`src/core/ppsg_defs.vh`:
```
// Constants of the pulse per second generator: offsets, fields, resets, timing.
// Assumes a 10 MHz system clock and an APB slave with 32-bit data.
//
// Overview of operation
// - Pulse interval programmable from 10 ms to 10 s.
// - Rising active edge by default, falling selectable.
// - Larger delay setting moves the pulse earlier.
// - Align to satellite, UTC, local or Russian scale.
// - Missing solutions: extrapolate from the last one.
// - Suppress pulses while solution age exceeds limit.
// - Local receiver clock ignores the age limit.
// - Time-of-day report follows pulse, refers to edge.
`ifndef PPSG_DEFS_VH
`define PPSG_DEFS_VH

// Register byte offsets
`define PPSG_OFS_CTRL 8'h00
`define PPSG_OFS_INTERVAL 8'h04
`define PPSG_OFS_DELAY 8'h08
`define PPSG_OFS_AGE_LIMIT 8'h0C
`define PPSG_OFS_STATUS 8'h10
`define PPSG_OFS_TOD 8'h14

// Control fields
`define PPSG_CTRL_ENABLE 0
`define PPSG_CTRL_FALLING 1
`define PPSG_CTRL_SCALE_LO 2
`define PPSG_CTRL_SCALE_HI 3

// Status fields
`define PPSG_STAT_SUPPRESSED 0
`define PPSG_STAT_ACTIVE 1
`define PPSG_STAT_EXTRAP 2

// Time scale codes
`define PPSG_SCALE_SATELLITE 2'h0
`define PPSG_SCALE_UTC 2'h1
`define PPSG_SCALE_LOCAL 2'h2
`define PPSG_SCALE_RUSSIAN 2'h3

// Reset values
`define PPSG_RST_CTRL 4'h1
`define PPSG_RST_INTERVAL 14'h03E8
`define PPSG_RST_DELAY 24'h000000
`define PPSG_RST_AGE_LIMIT 16'h000A

// Interval limits in milliseconds
`define PPSG_INTERVAL_MIN_MS 14'h000A
`define PPSG_INTERVAL_MAX_MS 14'h2710

// Timing
`define PPSG_CLK_MHZ 10
`define PPSG_MS_US 1000
`define PPSG_PULSE_WIDTH_US 1000

`endif

```
`src/core/ppsg_top.v`:
```
// Pulse per second generator with APB register access.
// Assumes epoch strobes, scale time and solution age come from the
// solution engine on CLK_SYS; the pulse pin drives an external device.
//
// Added by the designer: the placing of the registers and the APB register port.
`timescale 1ns/1ps
`include "ppsg_defs.vh"
module ppsg_top #(
  parameter CYC_PER_MS = `PPSG_CLK_MHZ * `PPSG_MS_US,
  parameter PULSE_WIDTH_CYC = `PPSG_PULSE_WIDTH_US * `PPSG_CLK_MHZ
) (
  input wire CLK_SYS,
  input wire RESET_N,
  input wire PSEL,
  input wire PENABLE,
  input wire PWRITE,
  input wire [7:0] PADDR,
  input wire [31:0] PWDATA,
  output reg [31:0] PRDATA,
  output wire PREADY,
  output reg PSLVERR,
  input wire [3:0] SCALE_EPOCH,
  input wire [31:0] SCALE_TIME,
  input wire [15:0] SOLUTION_AGE,
  output wire [1:0] SCALE_SEL,
  output wire PPS_OUT,
  output reg [31:0] TOD_TIME,
  output reg TOD_STROBE
);
  localparam PW = 27;

  reg [3:0] ctrl_q;
  reg [13:0] interval_q;
  reg [23:0] delay_q;
  reg [15:0] age_limit_q;
  reg [PW-1:0] phase_q;
  reg [PW-1:0] phase_d;
  reg extrap_q;
  reg fired_q;
  reg [31:0] edge_time_q;
  reg [13:0] interval_ms;
  reg [PW-1:0] fire_at;
  wire [PW-1:0] period_cyc;
  wire [PW-1:0] delay_cyc;
  wire [1:0] scale;
  wire is_local;
  wire epoch;
  wire suppressed;
  wire fire;
  wire pulse_active;
  wire pulse_done;
  wire wr_en;
  wire rd_en;
  wire addr_ok;

  assign scale = ctrl_q[`PPSG_CTRL_SCALE_HI:`PPSG_CTRL_SCALE_LO];
  assign SCALE_SEL = scale;
  assign is_local = (scale == `PPSG_SCALE_LOCAL);

  // APB decode, zero wait states
  assign PREADY = 1'b1;
  assign wr_en = PSEL && PENABLE && PWRITE;
  assign rd_en = PSEL && PENABLE && !PWRITE;
  assign addr_ok = (PADDR == `PPSG_OFS_CTRL) || (PADDR == `PPSG_OFS_INTERVAL) ||
                   (PADDR == `PPSG_OFS_DELAY) || (PADDR == `PPSG_OFS_AGE_LIMIT) ||
                   (PADDR == `PPSG_OFS_STATUS) || (PADDR == `PPSG_OFS_TOD);

  // Register writes
  always @(posedge CLK_SYS) begin
    if (!RESET_N) begin
      ctrl_q <= `PPSG_RST_CTRL;
      interval_q <= `PPSG_RST_INTERVAL;
      delay_q <= `PPSG_RST_DELAY;
      age_limit_q <= `PPSG_RST_AGE_LIMIT;
    end else if (wr_en) begin
      case (PADDR)
        `PPSG_OFS_CTRL: ctrl_q <= PWDATA[3:0];
        `PPSG_OFS_INTERVAL: interval_q <= PWDATA[13:0];
        `PPSG_OFS_DELAY: delay_q <= PWDATA[23:0];
        `PPSG_OFS_AGE_LIMIT: age_limit_q <= PWDATA[15:0];
        default: ctrl_q <= ctrl_q;
      endcase
    end
  end

  // Read data and error answer
  always @(posedge CLK_SYS) begin
    if (!RESET_N) begin
      PRDATA <= 32'h00000000;
      PSLVERR <= 1'b0;
    end else begin
      PSLVERR <= 1'b0;
      if (PSEL && !PENABLE) begin
        PSLVERR <= !addr_ok;
        case (PADDR)
          `PPSG_OFS_CTRL: PRDATA <= {28'h0000000, ctrl_q};
          `PPSG_OFS_INTERVAL: PRDATA <= {18'h00000, interval_q};
          `PPSG_OFS_DELAY: PRDATA <= {8'h00, delay_q};
          `PPSG_OFS_AGE_LIMIT: PRDATA <= {16'h0000, age_limit_q};
          `PPSG_OFS_STATUS: PRDATA <= {29'h00000000, extrap_q, pulse_active, suppressed};
          `PPSG_OFS_TOD: PRDATA <= TOD_TIME;
          default: PRDATA <= 32'h00000000;
        endcase
      end else if (rd_en) begin
        PSLVERR <= !addr_ok;
      end
    end
  end

  // Clamp interval into the permitted range
  always @* begin
    if (interval_q < `PPSG_INTERVAL_MIN_MS) begin
      interval_ms = `PPSG_INTERVAL_MIN_MS;
    end else if (interval_q > `PPSG_INTERVAL_MAX_MS) begin
      interval_ms = `PPSG_INTERVAL_MAX_MS;
    end else begin
      interval_ms = interval_q;
    end
  end

  assign period_cyc = interval_ms * CYC_PER_MS[PW-1:0];
  assign delay_cyc = {3'h0, delay_q};

  // Fire point moves earlier as delay grows
  always @* begin
    if (delay_cyc >= period_cyc) begin
      fire_at = {PW{1'b0}};
    end else if (delay_cyc == {PW{1'b0}}) begin
      fire_at = {PW{1'b0}};
    end else begin
      fire_at = period_cyc - delay_cyc;
    end
  end

  // Epoch of the chosen scale, local scale free runs
  assign epoch = !is_local && SCALE_EPOCH[scale];

  // Phase within the interval, realigned at each epoch
  always @* begin
    if (epoch) begin
      phase_d = {PW{1'b0}};
    end else if (phase_q >= period_cyc - {{(PW-1){1'b0}}, 1'b1}) begin
      phase_d = {PW{1'b0}};
    end else begin
      phase_d = phase_q + {{(PW-1){1'b0}}, 1'b1};
    end
  end

  always @(posedge CLK_SYS) begin
    if (!RESET_N) begin
      phase_q <= {PW{1'b0}};
      extrap_q <= 1'b0;
      fired_q <= 1'b0;
    end else begin
      phase_q <= phase_d;
      fired_q <= fire;
      if (epoch) begin
        extrap_q <= 1'b0;
      end else if (!is_local && phase_d == {PW{1'b0}}) begin
        extrap_q <= 1'b1;
      end
    end
  end

  // Age gate, bypassed on the local clock scale
  assign suppressed = !is_local && (SOLUTION_AGE > age_limit_q);
  assign fire = ctrl_q[`PPSG_CTRL_ENABLE] && !suppressed && (phase_q == fire_at) &&
                !fired_q;

  ppsg_pulse #(
    .WIDTH_CYC(PULSE_WIDTH_CYC),
    .CW(24)
  ) u_pulse (
    .clk(CLK_SYS),
    .reset_n(RESET_N),
    .start(fire),
    .falling(ctrl_q[`PPSG_CTRL_FALLING]),
    .pin_q(PPS_OUT),
    .active(pulse_active),
    .done_q(pulse_done)
  );

  // Time at leading edge, reported once the pulse ends
  always @(posedge CLK_SYS) begin
    if (!RESET_N) begin
      edge_time_q <= 32'h00000000;
      TOD_TIME <= 32'h00000000;
      TOD_STROBE <= 1'b0;
    end else begin
      TOD_STROBE <= pulse_done;
      if (fire && !pulse_active) begin
        edge_time_q <= SCALE_TIME;
      end
      if (pulse_done) begin
        TOD_TIME <= edge_time_q;
      end
    end
  end
endmodule

```
`src/core/ppsg_pulse.v`:
```
// Pulse width timer and polarity stage of the pulse generator.
// Assumes a start strobe from logic on the same clock.
`timescale 1ns/1ps
module ppsg_pulse #(
  parameter WIDTH_CYC = 10000,
  parameter CW = 24
) (
  input wire clk,
  input wire reset_n,
  input wire start,
  input wire falling,
  output reg pin_q,
  output wire active,
  output reg done_q
);
  reg [CW-1:0] cnt_q;
  reg act_q;
  wire done_end;

  // Hold the pulse for a fixed count, flag its end
  always @(posedge clk) begin
    if (!reset_n) begin
      cnt_q <= {CW{1'b0}};
      act_q <= 1'b0;
      done_q <= 1'b0;
    end else begin
      done_q <= 1'b0;
      if (start && !act_q) begin
        act_q <= 1'b1;
        cnt_q <= WIDTH_CYC[CW-1:0] - {{(CW-1){1'b0}}, 1'b1};
      end else if (act_q) begin
        if (cnt_q == {CW{1'b0}}) begin
          act_q <= 1'b0;
          done_q <= 1'b1;
        end else begin
          cnt_q <= cnt_q - {{(CW-1){1'b0}}, 1'b1};
        end
      end
    end
  end

  // Output level with selectable active edge
  always @(posedge clk) begin
    if (!reset_n) begin
      pin_q <= 1'b0;
    end else begin
      pin_q <= (start || (act_q && !done_end)) ^ falling;
    end
  end

  // Last counted cycle of the pulse
  assign done_end = act_q && (cnt_q == {CW{1'b0}});
  assign active = act_q;
endmodule

```
`config.mk`:
```
export PLATFORM = sky130hd
export DESIGN_NAME = ppsg_top
export DESIGN_NICKNAME = d
export VERILOG_FILES = /design/src/core/ppsg_top.v /design/src/core/ppsg_pulse.v
export VERILOG_INCLUDE_DIRS = /design/src /design/src/core
export SDC_FILE = /design/constraint.sdc
export NUM_CORES = 1
export LEC_CHECK = 0
export ABC_CLOCK_PERIOD_IN_PS = 13930
export BUFFER_PORTS_ARGS = -buffer_cell sky130_fd_sc_hd__buf_4
export CAP_MARGIN = 20
export CORE_MARGIN = 10
export CORE_UTILIZATION = 60
export CTS_BUF_LIST = sky130_fd_sc_hd__clkbuf_8
export CTS_CLUSTER_SIZE = 10
export DETAILED_ROUTE_END_ITERATION = 16
export GPL_TIMING_DRIVEN = 0
export MAX_ROUTING_LAYER = met4
export PLACE_DENSITY = 0.81
export SLEW_MARGIN = 20
export SYNTH_ARGS = -nofsm -noshare
export SYNTH_HDL_FRONTEND = slang
export SYNTH_SLANG_ARGS = --single-unit
export TNS_END_PERCENT = 30
```
`constraint.sdc`:
```
create_clock -name CLK_SYS -period 13.93 [get_ports CLK_SYS]
set_input_delay 2.786 -clock CLK_SYS [delete_from_list [all_inputs] [get_ports CLK_SYS]]
set_output_delay 2.786 -clock CLK_SYS [all_outputs]
set_load 0.03 [all_outputs]
```
# After elaboration in Yosys (flattened, before gate mapping)
# Index checks and enable logic that the tools add are counted.
# word_totals
inputBits	97
out_inout_bits	70
ff_bits	212
elab_cells	99
# classes
reduce_logical	41
mux	18
n_bitwise	4
eq_ne	8
mul	1
addsub	4
magnitude_cmp	6
# ops
operator	count
$pmux W32 S6	1
$mux W27	4
$mux W14	5
$logic_not A27 Y1	2
$add A27 B1 Y27 const B	1
$eq A27 B27 Y1	1
$ge A24 B27 Y1	1
$ge A27 B27 Y1	1
$sub A27 B1 Y27 const B	1
$sub A27 B24 Y27	1
$logic_not A24 Y1	1
$sub A24 B1 Y24 const B	1
$mul A14 B10 Y23 const B	1
$eq A8 B4 Y1 const B	2
$eq A8 B5 Y1 const B	2
$gt A16 B16 Y1	1
$gt A14 B14 Y1 const B	1
$lt A14 B4 Y1 const B	1
$logic_and A1 B1 Y1	13
$reduce_and A2 Y1	6
$eq A8 B3 Y1 const B	1
$logic_not A1 Y1	8
$logic_not A8 Y1	1
$mux W1	7
10 further kinds	18

# Depth between registers and ports, before layout
# depth
word_depth	13
ltp_mapped	41
ltp_nobuf	38

# Modules after synthesis
# A second synthesis with hierarchy kept.
# unflattened
hier_cells	1873
area_unflattened_um2	15263.4
# modules_own_cells
module	area_per_inst_um2	cells_each	instances	seq_area_each_um2
ppsg_top	13895.8	1718	1	3703.6
ppsg_pulse	1367.6	155	1	540.5

# Worst setup path after synthesis
# No wires, ideal clock.
# synth_path
path_type	register to register
start	register interval_q[13]
end	register u_pulse.cnt_q[4]
required_time_ns	13.814
path_slack_ns	5.802
path_stages_with_launch	40
n_path_buf	3
arrival_time_ns	8.012
period_less_slack_ns	8.128
setup_time_ns	0.116
path_cell_list	dfxtp_1 > and4_1 > nand2_1 > o21ai_0 > o21ai_1 > a21oi_1 > inv_1 > fa_1 > ha_1 > ha_1 > ha_1 > inv_1 > fa_1 > inv_1 > ha_1 > a21oi_1 > nand2b_1 > and4b_1 > [4 not listed] > xnor2_1 > ha_1 > nand3_1 > nor2_1 > nand4_1 > nor2_1 > mux2_2 > a21oi_2 > and3_1 > buf_2 > o211ai_1 > a22o_1 > nor4_4 > and4_1 > buf_2 > nand3_2 > buf_2 > and3_1
# synth_via
elab_chain_cells	12
word_cells_on_any_way	14
classes_between	add/sub (1); mul (1); order compare (3); eq/ne (1); mux (4); reduce/logical (4)
# synth_lines
item	line_no	rtl
start: declaration	ppsg_top.v:33	reg [13:0] interval_q;
start signal: assignment	ppsg_top.v:72	interval_q <= `PPSG_RST_INTERVAL;
start signal: assignment	ppsg_top.v:78	`PPSG_OFS_INTERVAL: interval_q <= PWDATA[13:0];
$gt A14 B14 Y1 (no line)	--	
$mux W14	ppsg_top.v:114	end else if (interval_q > `PPSG_INTERVAL_MAX_MS) begin
$mux W14 *	ppsg_top.v:112	if (interval_q < `PPSG_INTERVAL_MIN_MS) begin
$mul A14 B10 Y23 *	ppsg_top.v:121	assign period_cyc = interval_ms * CYC_PER_MS[PW-1:0];
$sub A27 B24 Y27	ppsg_top.v:131	fire_at = period_cyc - delay_cyc;
$mux W27	ppsg_top.v:128	end else if (delay_cyc == {PW{1'b0}}) begin
$mux W27 *	ppsg_top.v:126	if (delay_cyc >= period_cyc) begin
$eq A27 B27 Y1 *	ppsg_top.v:167	assign fire = ctrl_q[`PPSG_CTRL_ENABLE] && !suppressed && (phase_q == fire_at) &&
$logic_and A1 B1 Y1 * (2 in a row)	ppsg_top.v:167	
$logic_and A1 B1 Y1 *	ppsg_pulse.v:28	if (start && !act_q) begin
$reduce_or A2 Y1 (no line) *	--	
end signal: assignment	ppsg_pulse.v:23	cnt_q <= {CW{1'b0}};
end signal: assignment	ppsg_pulse.v:30	cnt_q <= WIDTH_CYC[CW-1:0] - {{(CW-1){1'b0}}, 1'b1};
end signal: assignment	ppsg_pulse.v:36	cnt_q <= cnt_q - {{(CW-1){1'b0}}, 1'b1};
end: declaration	ppsg_pulse.v:16	reg [CW-1:0] cnt_q;
# Every way passes the cells marked *; elsewhere a longest branch is shown, timed or not.
# A chain may end at the register's enable or synchronous reset.

# Worst setup path after layout
# layout_path
start	register interval_q[13]
end	register u_pulse.cnt_q[6]
# The elaborated chain is that of the path after synthesis.

==> flow_summary_export.csv <==
group,metric,value,unit
grt,grtUsageMet1,0.378,
pwr,intPower,1.04,mW
critical_path,crit_type,"flop to flop",
cts,cts_repair_resize_count,0,
sta,hold_slack,0.453,ns
cells_and_area,layout.nets,2253,
pwr,pwr-share-clk,0.426,
placement,port_buffers,155,
routing,drtPass1Iterations,8,
grt,grt_pass1_vias,14100,
sta,relSlewSlack,0.279,
sta,period_needed,9.78,ns
grt,grt_max_degree,13,
critical_path,cp_max_fo,10,
critical_path,required,14.35,ns
synthesis,yosysUniqueCellTypes,90,
sta,final_hold_viol_count,0,
synthesis,synth_ff_type,"dfxtp_1",
routing,post_drt_wl_per_cell,20.5,um
placement,dp_cells,2285,
pwr,p_sw_frac,0.278,
synthesis,syn_nets,2058,
synthesis,netlist_instances,1806,
critical_path,endpoint_kind,"flop",
cts,cts_hold_buf,0,
routing,vias,14200,
cts,cts_sinks,212,
job,cap_violations,0,
cells_and_area,fin_cells,2354,
sta,rsz0062_at_grt,"no",
critical_path,slowest_stage,"dfxtp_1",
sta,finalCritPeriodShare,0.702,
routing,wl,48.3,mm
sta,setup_violations,0,
placement,post-place-ws,4.28,ns
placement,dp_hpwl,39.2,mm
critical_path,slowest_delay,0.53,ns
pwr,netSwitchingPower,0.400,mW
cts,cts_tree,"built",
routing,drtIter0Drc,1109,
floorplanning,dieArea,31600,um^2
synthesis,async_reset_ff_frac,0,
pwr,peakVddDrop,0.0887,mV
hold_path,hold_path.class,"flop to flop",
critical_path,rr_worst_depth,34,
cells_and_area,drive_above_1_share,0.138,
cts,cts_buffers,38,
routing,remaining_drc_errors,0,
cells_and_area,final_util,0.709,
grt,antenna_found_initial,1,
floorplanning,io_pins,167,
cts,path_clk_slew,0.06,ns
cts,cts-root-buf,"clkbuf_8",
status,outcome,"finished clean",
sta,tns,0,ns
placement,globalplace.congestion,0.987,
sta,setup_ws,4.15,ns
cts,clk_path_buf_depth,3,
floorplanning,rows,57,
grt,busiest_layer,"met2",
pwr,power.density,83.1,nW/um^2
pwr,p_comb_frac,0.127,
sta,worst_slew_pin_slew,1.07,ns
floorplanning,die_x,178,um
grt,met3_usage,0.0540,
floorplanning,start_util,0.612,
grt,grt_pass1_wl,76.0,mm
pwr,p_leak,7.03,nW
grt,grt_overflow,0,
routing,via_per_inst,6.04,
synthesis,synth_edf_count,0,
floorplanning,core_area,24400,um^2
sta,clock.fmax,102,MHz
cells_and_area,synthToLayoutAreaGrowth,15.9,%
sta,skew,0.0304,ns
sta,final_max_slew_viol_count,0,
cts,clock_latency,0.56,ns
critical_path,cp_common_cell,"ha_1",
routing,ant_nets,0,
floorplanning,die_y,178,um
grt,grt_usage,0.310,
synthesis,netlist_area,14900,um^2
synthesis,ys_seq_elements,212,
synthesis,ys_seq_area_frac,0.284,
synthesis,yosys_warnings,0,
grt,gr-usage-met2,0.509,
synthesis,synth.avg_cell_area,8.27,um^2
cts,htreeDepth,2,
hold_path,holdPathStages,2,
critical_path,cp.arrival,10.21,ns
cts,cts_setup_buffers,0,
critical_path,rrSetupSlack,4.15,ns
critical_path,start_kind,"flop",
pwr,p_seq_frac,0.447,
## flip-flops by register name, summed over array words and instances, names as in the netlist
| register | count |
|---|---|
| ctrl_q | 4 |
| edge_time_q | 32 |
| TOD_STROBE | 1 |
| fired_q | 1 |
| interval_q | 14 |
| u_pulse.cnt_q | 24 |
| PSLVERR | 1 |
| u_pulse.active | 1 |
| phase_q | 27 |
| u_pulse.pin_q | 1 |
| u_pulse.done_q | 1 |
| age_limit_q | 16 |
| PRDATA | 32 |
| delay_q | 24 |
| extrap_q | 1 |
| TOD_TIME | 32 |
## cells in the mapped netlist, drive strengths merged, types with 12 or more instances
library cell / number / area, um^2
a211oi: 12 / 100
a21boi: 90 / 676
a21o: 24 / 180
a21oi: 91 / 459
a222oi: 15 / 150
and2: 15 / 93.8
and3: 18 / 113
and4: 12 / 105
buf: 23 / 148
clkbuf: 84 / 315
dfxtp: 212 / 4240
fa: 29 / 581
ha: 126 / 1580
inv: 129 / 484
mux2i: 43 / 430
nand2: 184 / 691
nand2b: 13 / 81.3
nand3: 46 / 235
nand4: 52 / 338
nor2: 121 / 454
nor2b: 47 / 294
nor3: 34 / 170
nor4: 14 / 103
o21a: 12 / 90.1
o21ai: 97 / 508
xnor2: 77 / 682
xor2: 38 / 333
## layer usage
metal / vias to the layer above / wire [um]
met2: 545 / 22800
met1: 6822 / 20400
met3: 108 / 3460
li1: 6744 / -
met4: 0 / 1660
met5: - / 0
## through the flow
step | total power [mW] | instance area (um^2)
2_1_floorplan | 0.767 | 14900
3_5_place_dp | 0.834 | 16500
6_report | 1.44 | 17300
3_3_place_gp | 0.829 | 16500
4_1_cts | 1.44 | 17300
5_1_grt | 1.49 | 17300
## path summary, 6_finish.rpt
kind	startpoint	endpoint
max	interval_q[13]$_SDFFE_PN0P_	u_pulse.cnt_q[6]$_SDFFE_PP0P_
min	PRDATA[26]$_SDFFE_PN0P_	PRDATA[26]$_SDFFE_PN0P_
max reg2reg	interval_q[13]$_SDFFE_PN0P_	u_pulse.cnt_q[6]$_SDFFE_PP0P_
min reg2reg	PRDATA[26]$_SDFFE_PN0P_	PRDATA[26]$_SDFFE_PN0P_
## cell type report
| class | count | area [um^2] |
|---|---|---|
| clock buffers | 48 | 661 |
| repair buffers | 155 | 1160 |
| diodes | 1 | 2.50 |
| clock inverters | 20 | 143 |
| fillers | 2034 | 7090 |
| plain buffers | 107 | 463 |
| inverters | 130 | 488 |
| well taps | 324 | 405 |
| flip-flops and latches | 212 | 4240 |
| multi-input cells | 1357 | 9730 |
## cell usage in the layout, fill, tap and decap left out, drive strengths merged, types with 6 or more instances in the layout
cell,n
dfxtp,212
nand2,184
buf,178
inv,140
clkbuf,132
ha,126
nor2,121
o21ai,97
a21oi,91
a21boi,90
xnor2,77
nand4,52
nor2b,47
nand3,46
mux2i,43
xor2,38
nor3,34
fa,29
a21o,24
and3,18
and2,15
a222oi,15
nor4,14
nand2b,13
and4,12
o21a,12
a211oi,12
o211ai,11
a22oi,11
or3,10
o31ai,10
a31oi,9
or2,9
clkinv,9
a221oi,6
mux2,6
## worst max-delay path: cells and delay by family (launching register included)
family	cells	cell delay [ns]
multiplexers	1	0.32
buffers and inverters	2	0.38
AND/OR/NAND/NOR	12	2.32
flip-flops	1	0.53
AO/OA/AOI/OAI	11	2.84
adder cells (fa/ha/maj)	7	2.84
XOR/XNOR	1	0.39
## power by group through the flow
stage	combinational, mW	clock, mW	sequential, mW
after detailed placement	0.179	0	0.655
final	0.182	0.612	0.643
after global routing	0.198	0.642	0.645
after CTS	0.180	0.614	0.643
after floorplan	0.108	0	0.658
after global placement	0.175	0	0.654
## cell families (layout without fill, tap and decap cells)
family          after synthesis  after routing  share of synthesized area
compound gates              435            435                      0.201
buf+inv                     237            460                     0.0637
fa+ha+maj                   158            158                      0.147
xor+xnor                    115            115                     0.0680
mux                          49             49                     0.0334
simple gates                599            599                      0.203
other cells                   1              2                   0.000251
flops                       212            212                      0.284
No activity file was read; power rests on OpenSTA's default activity.
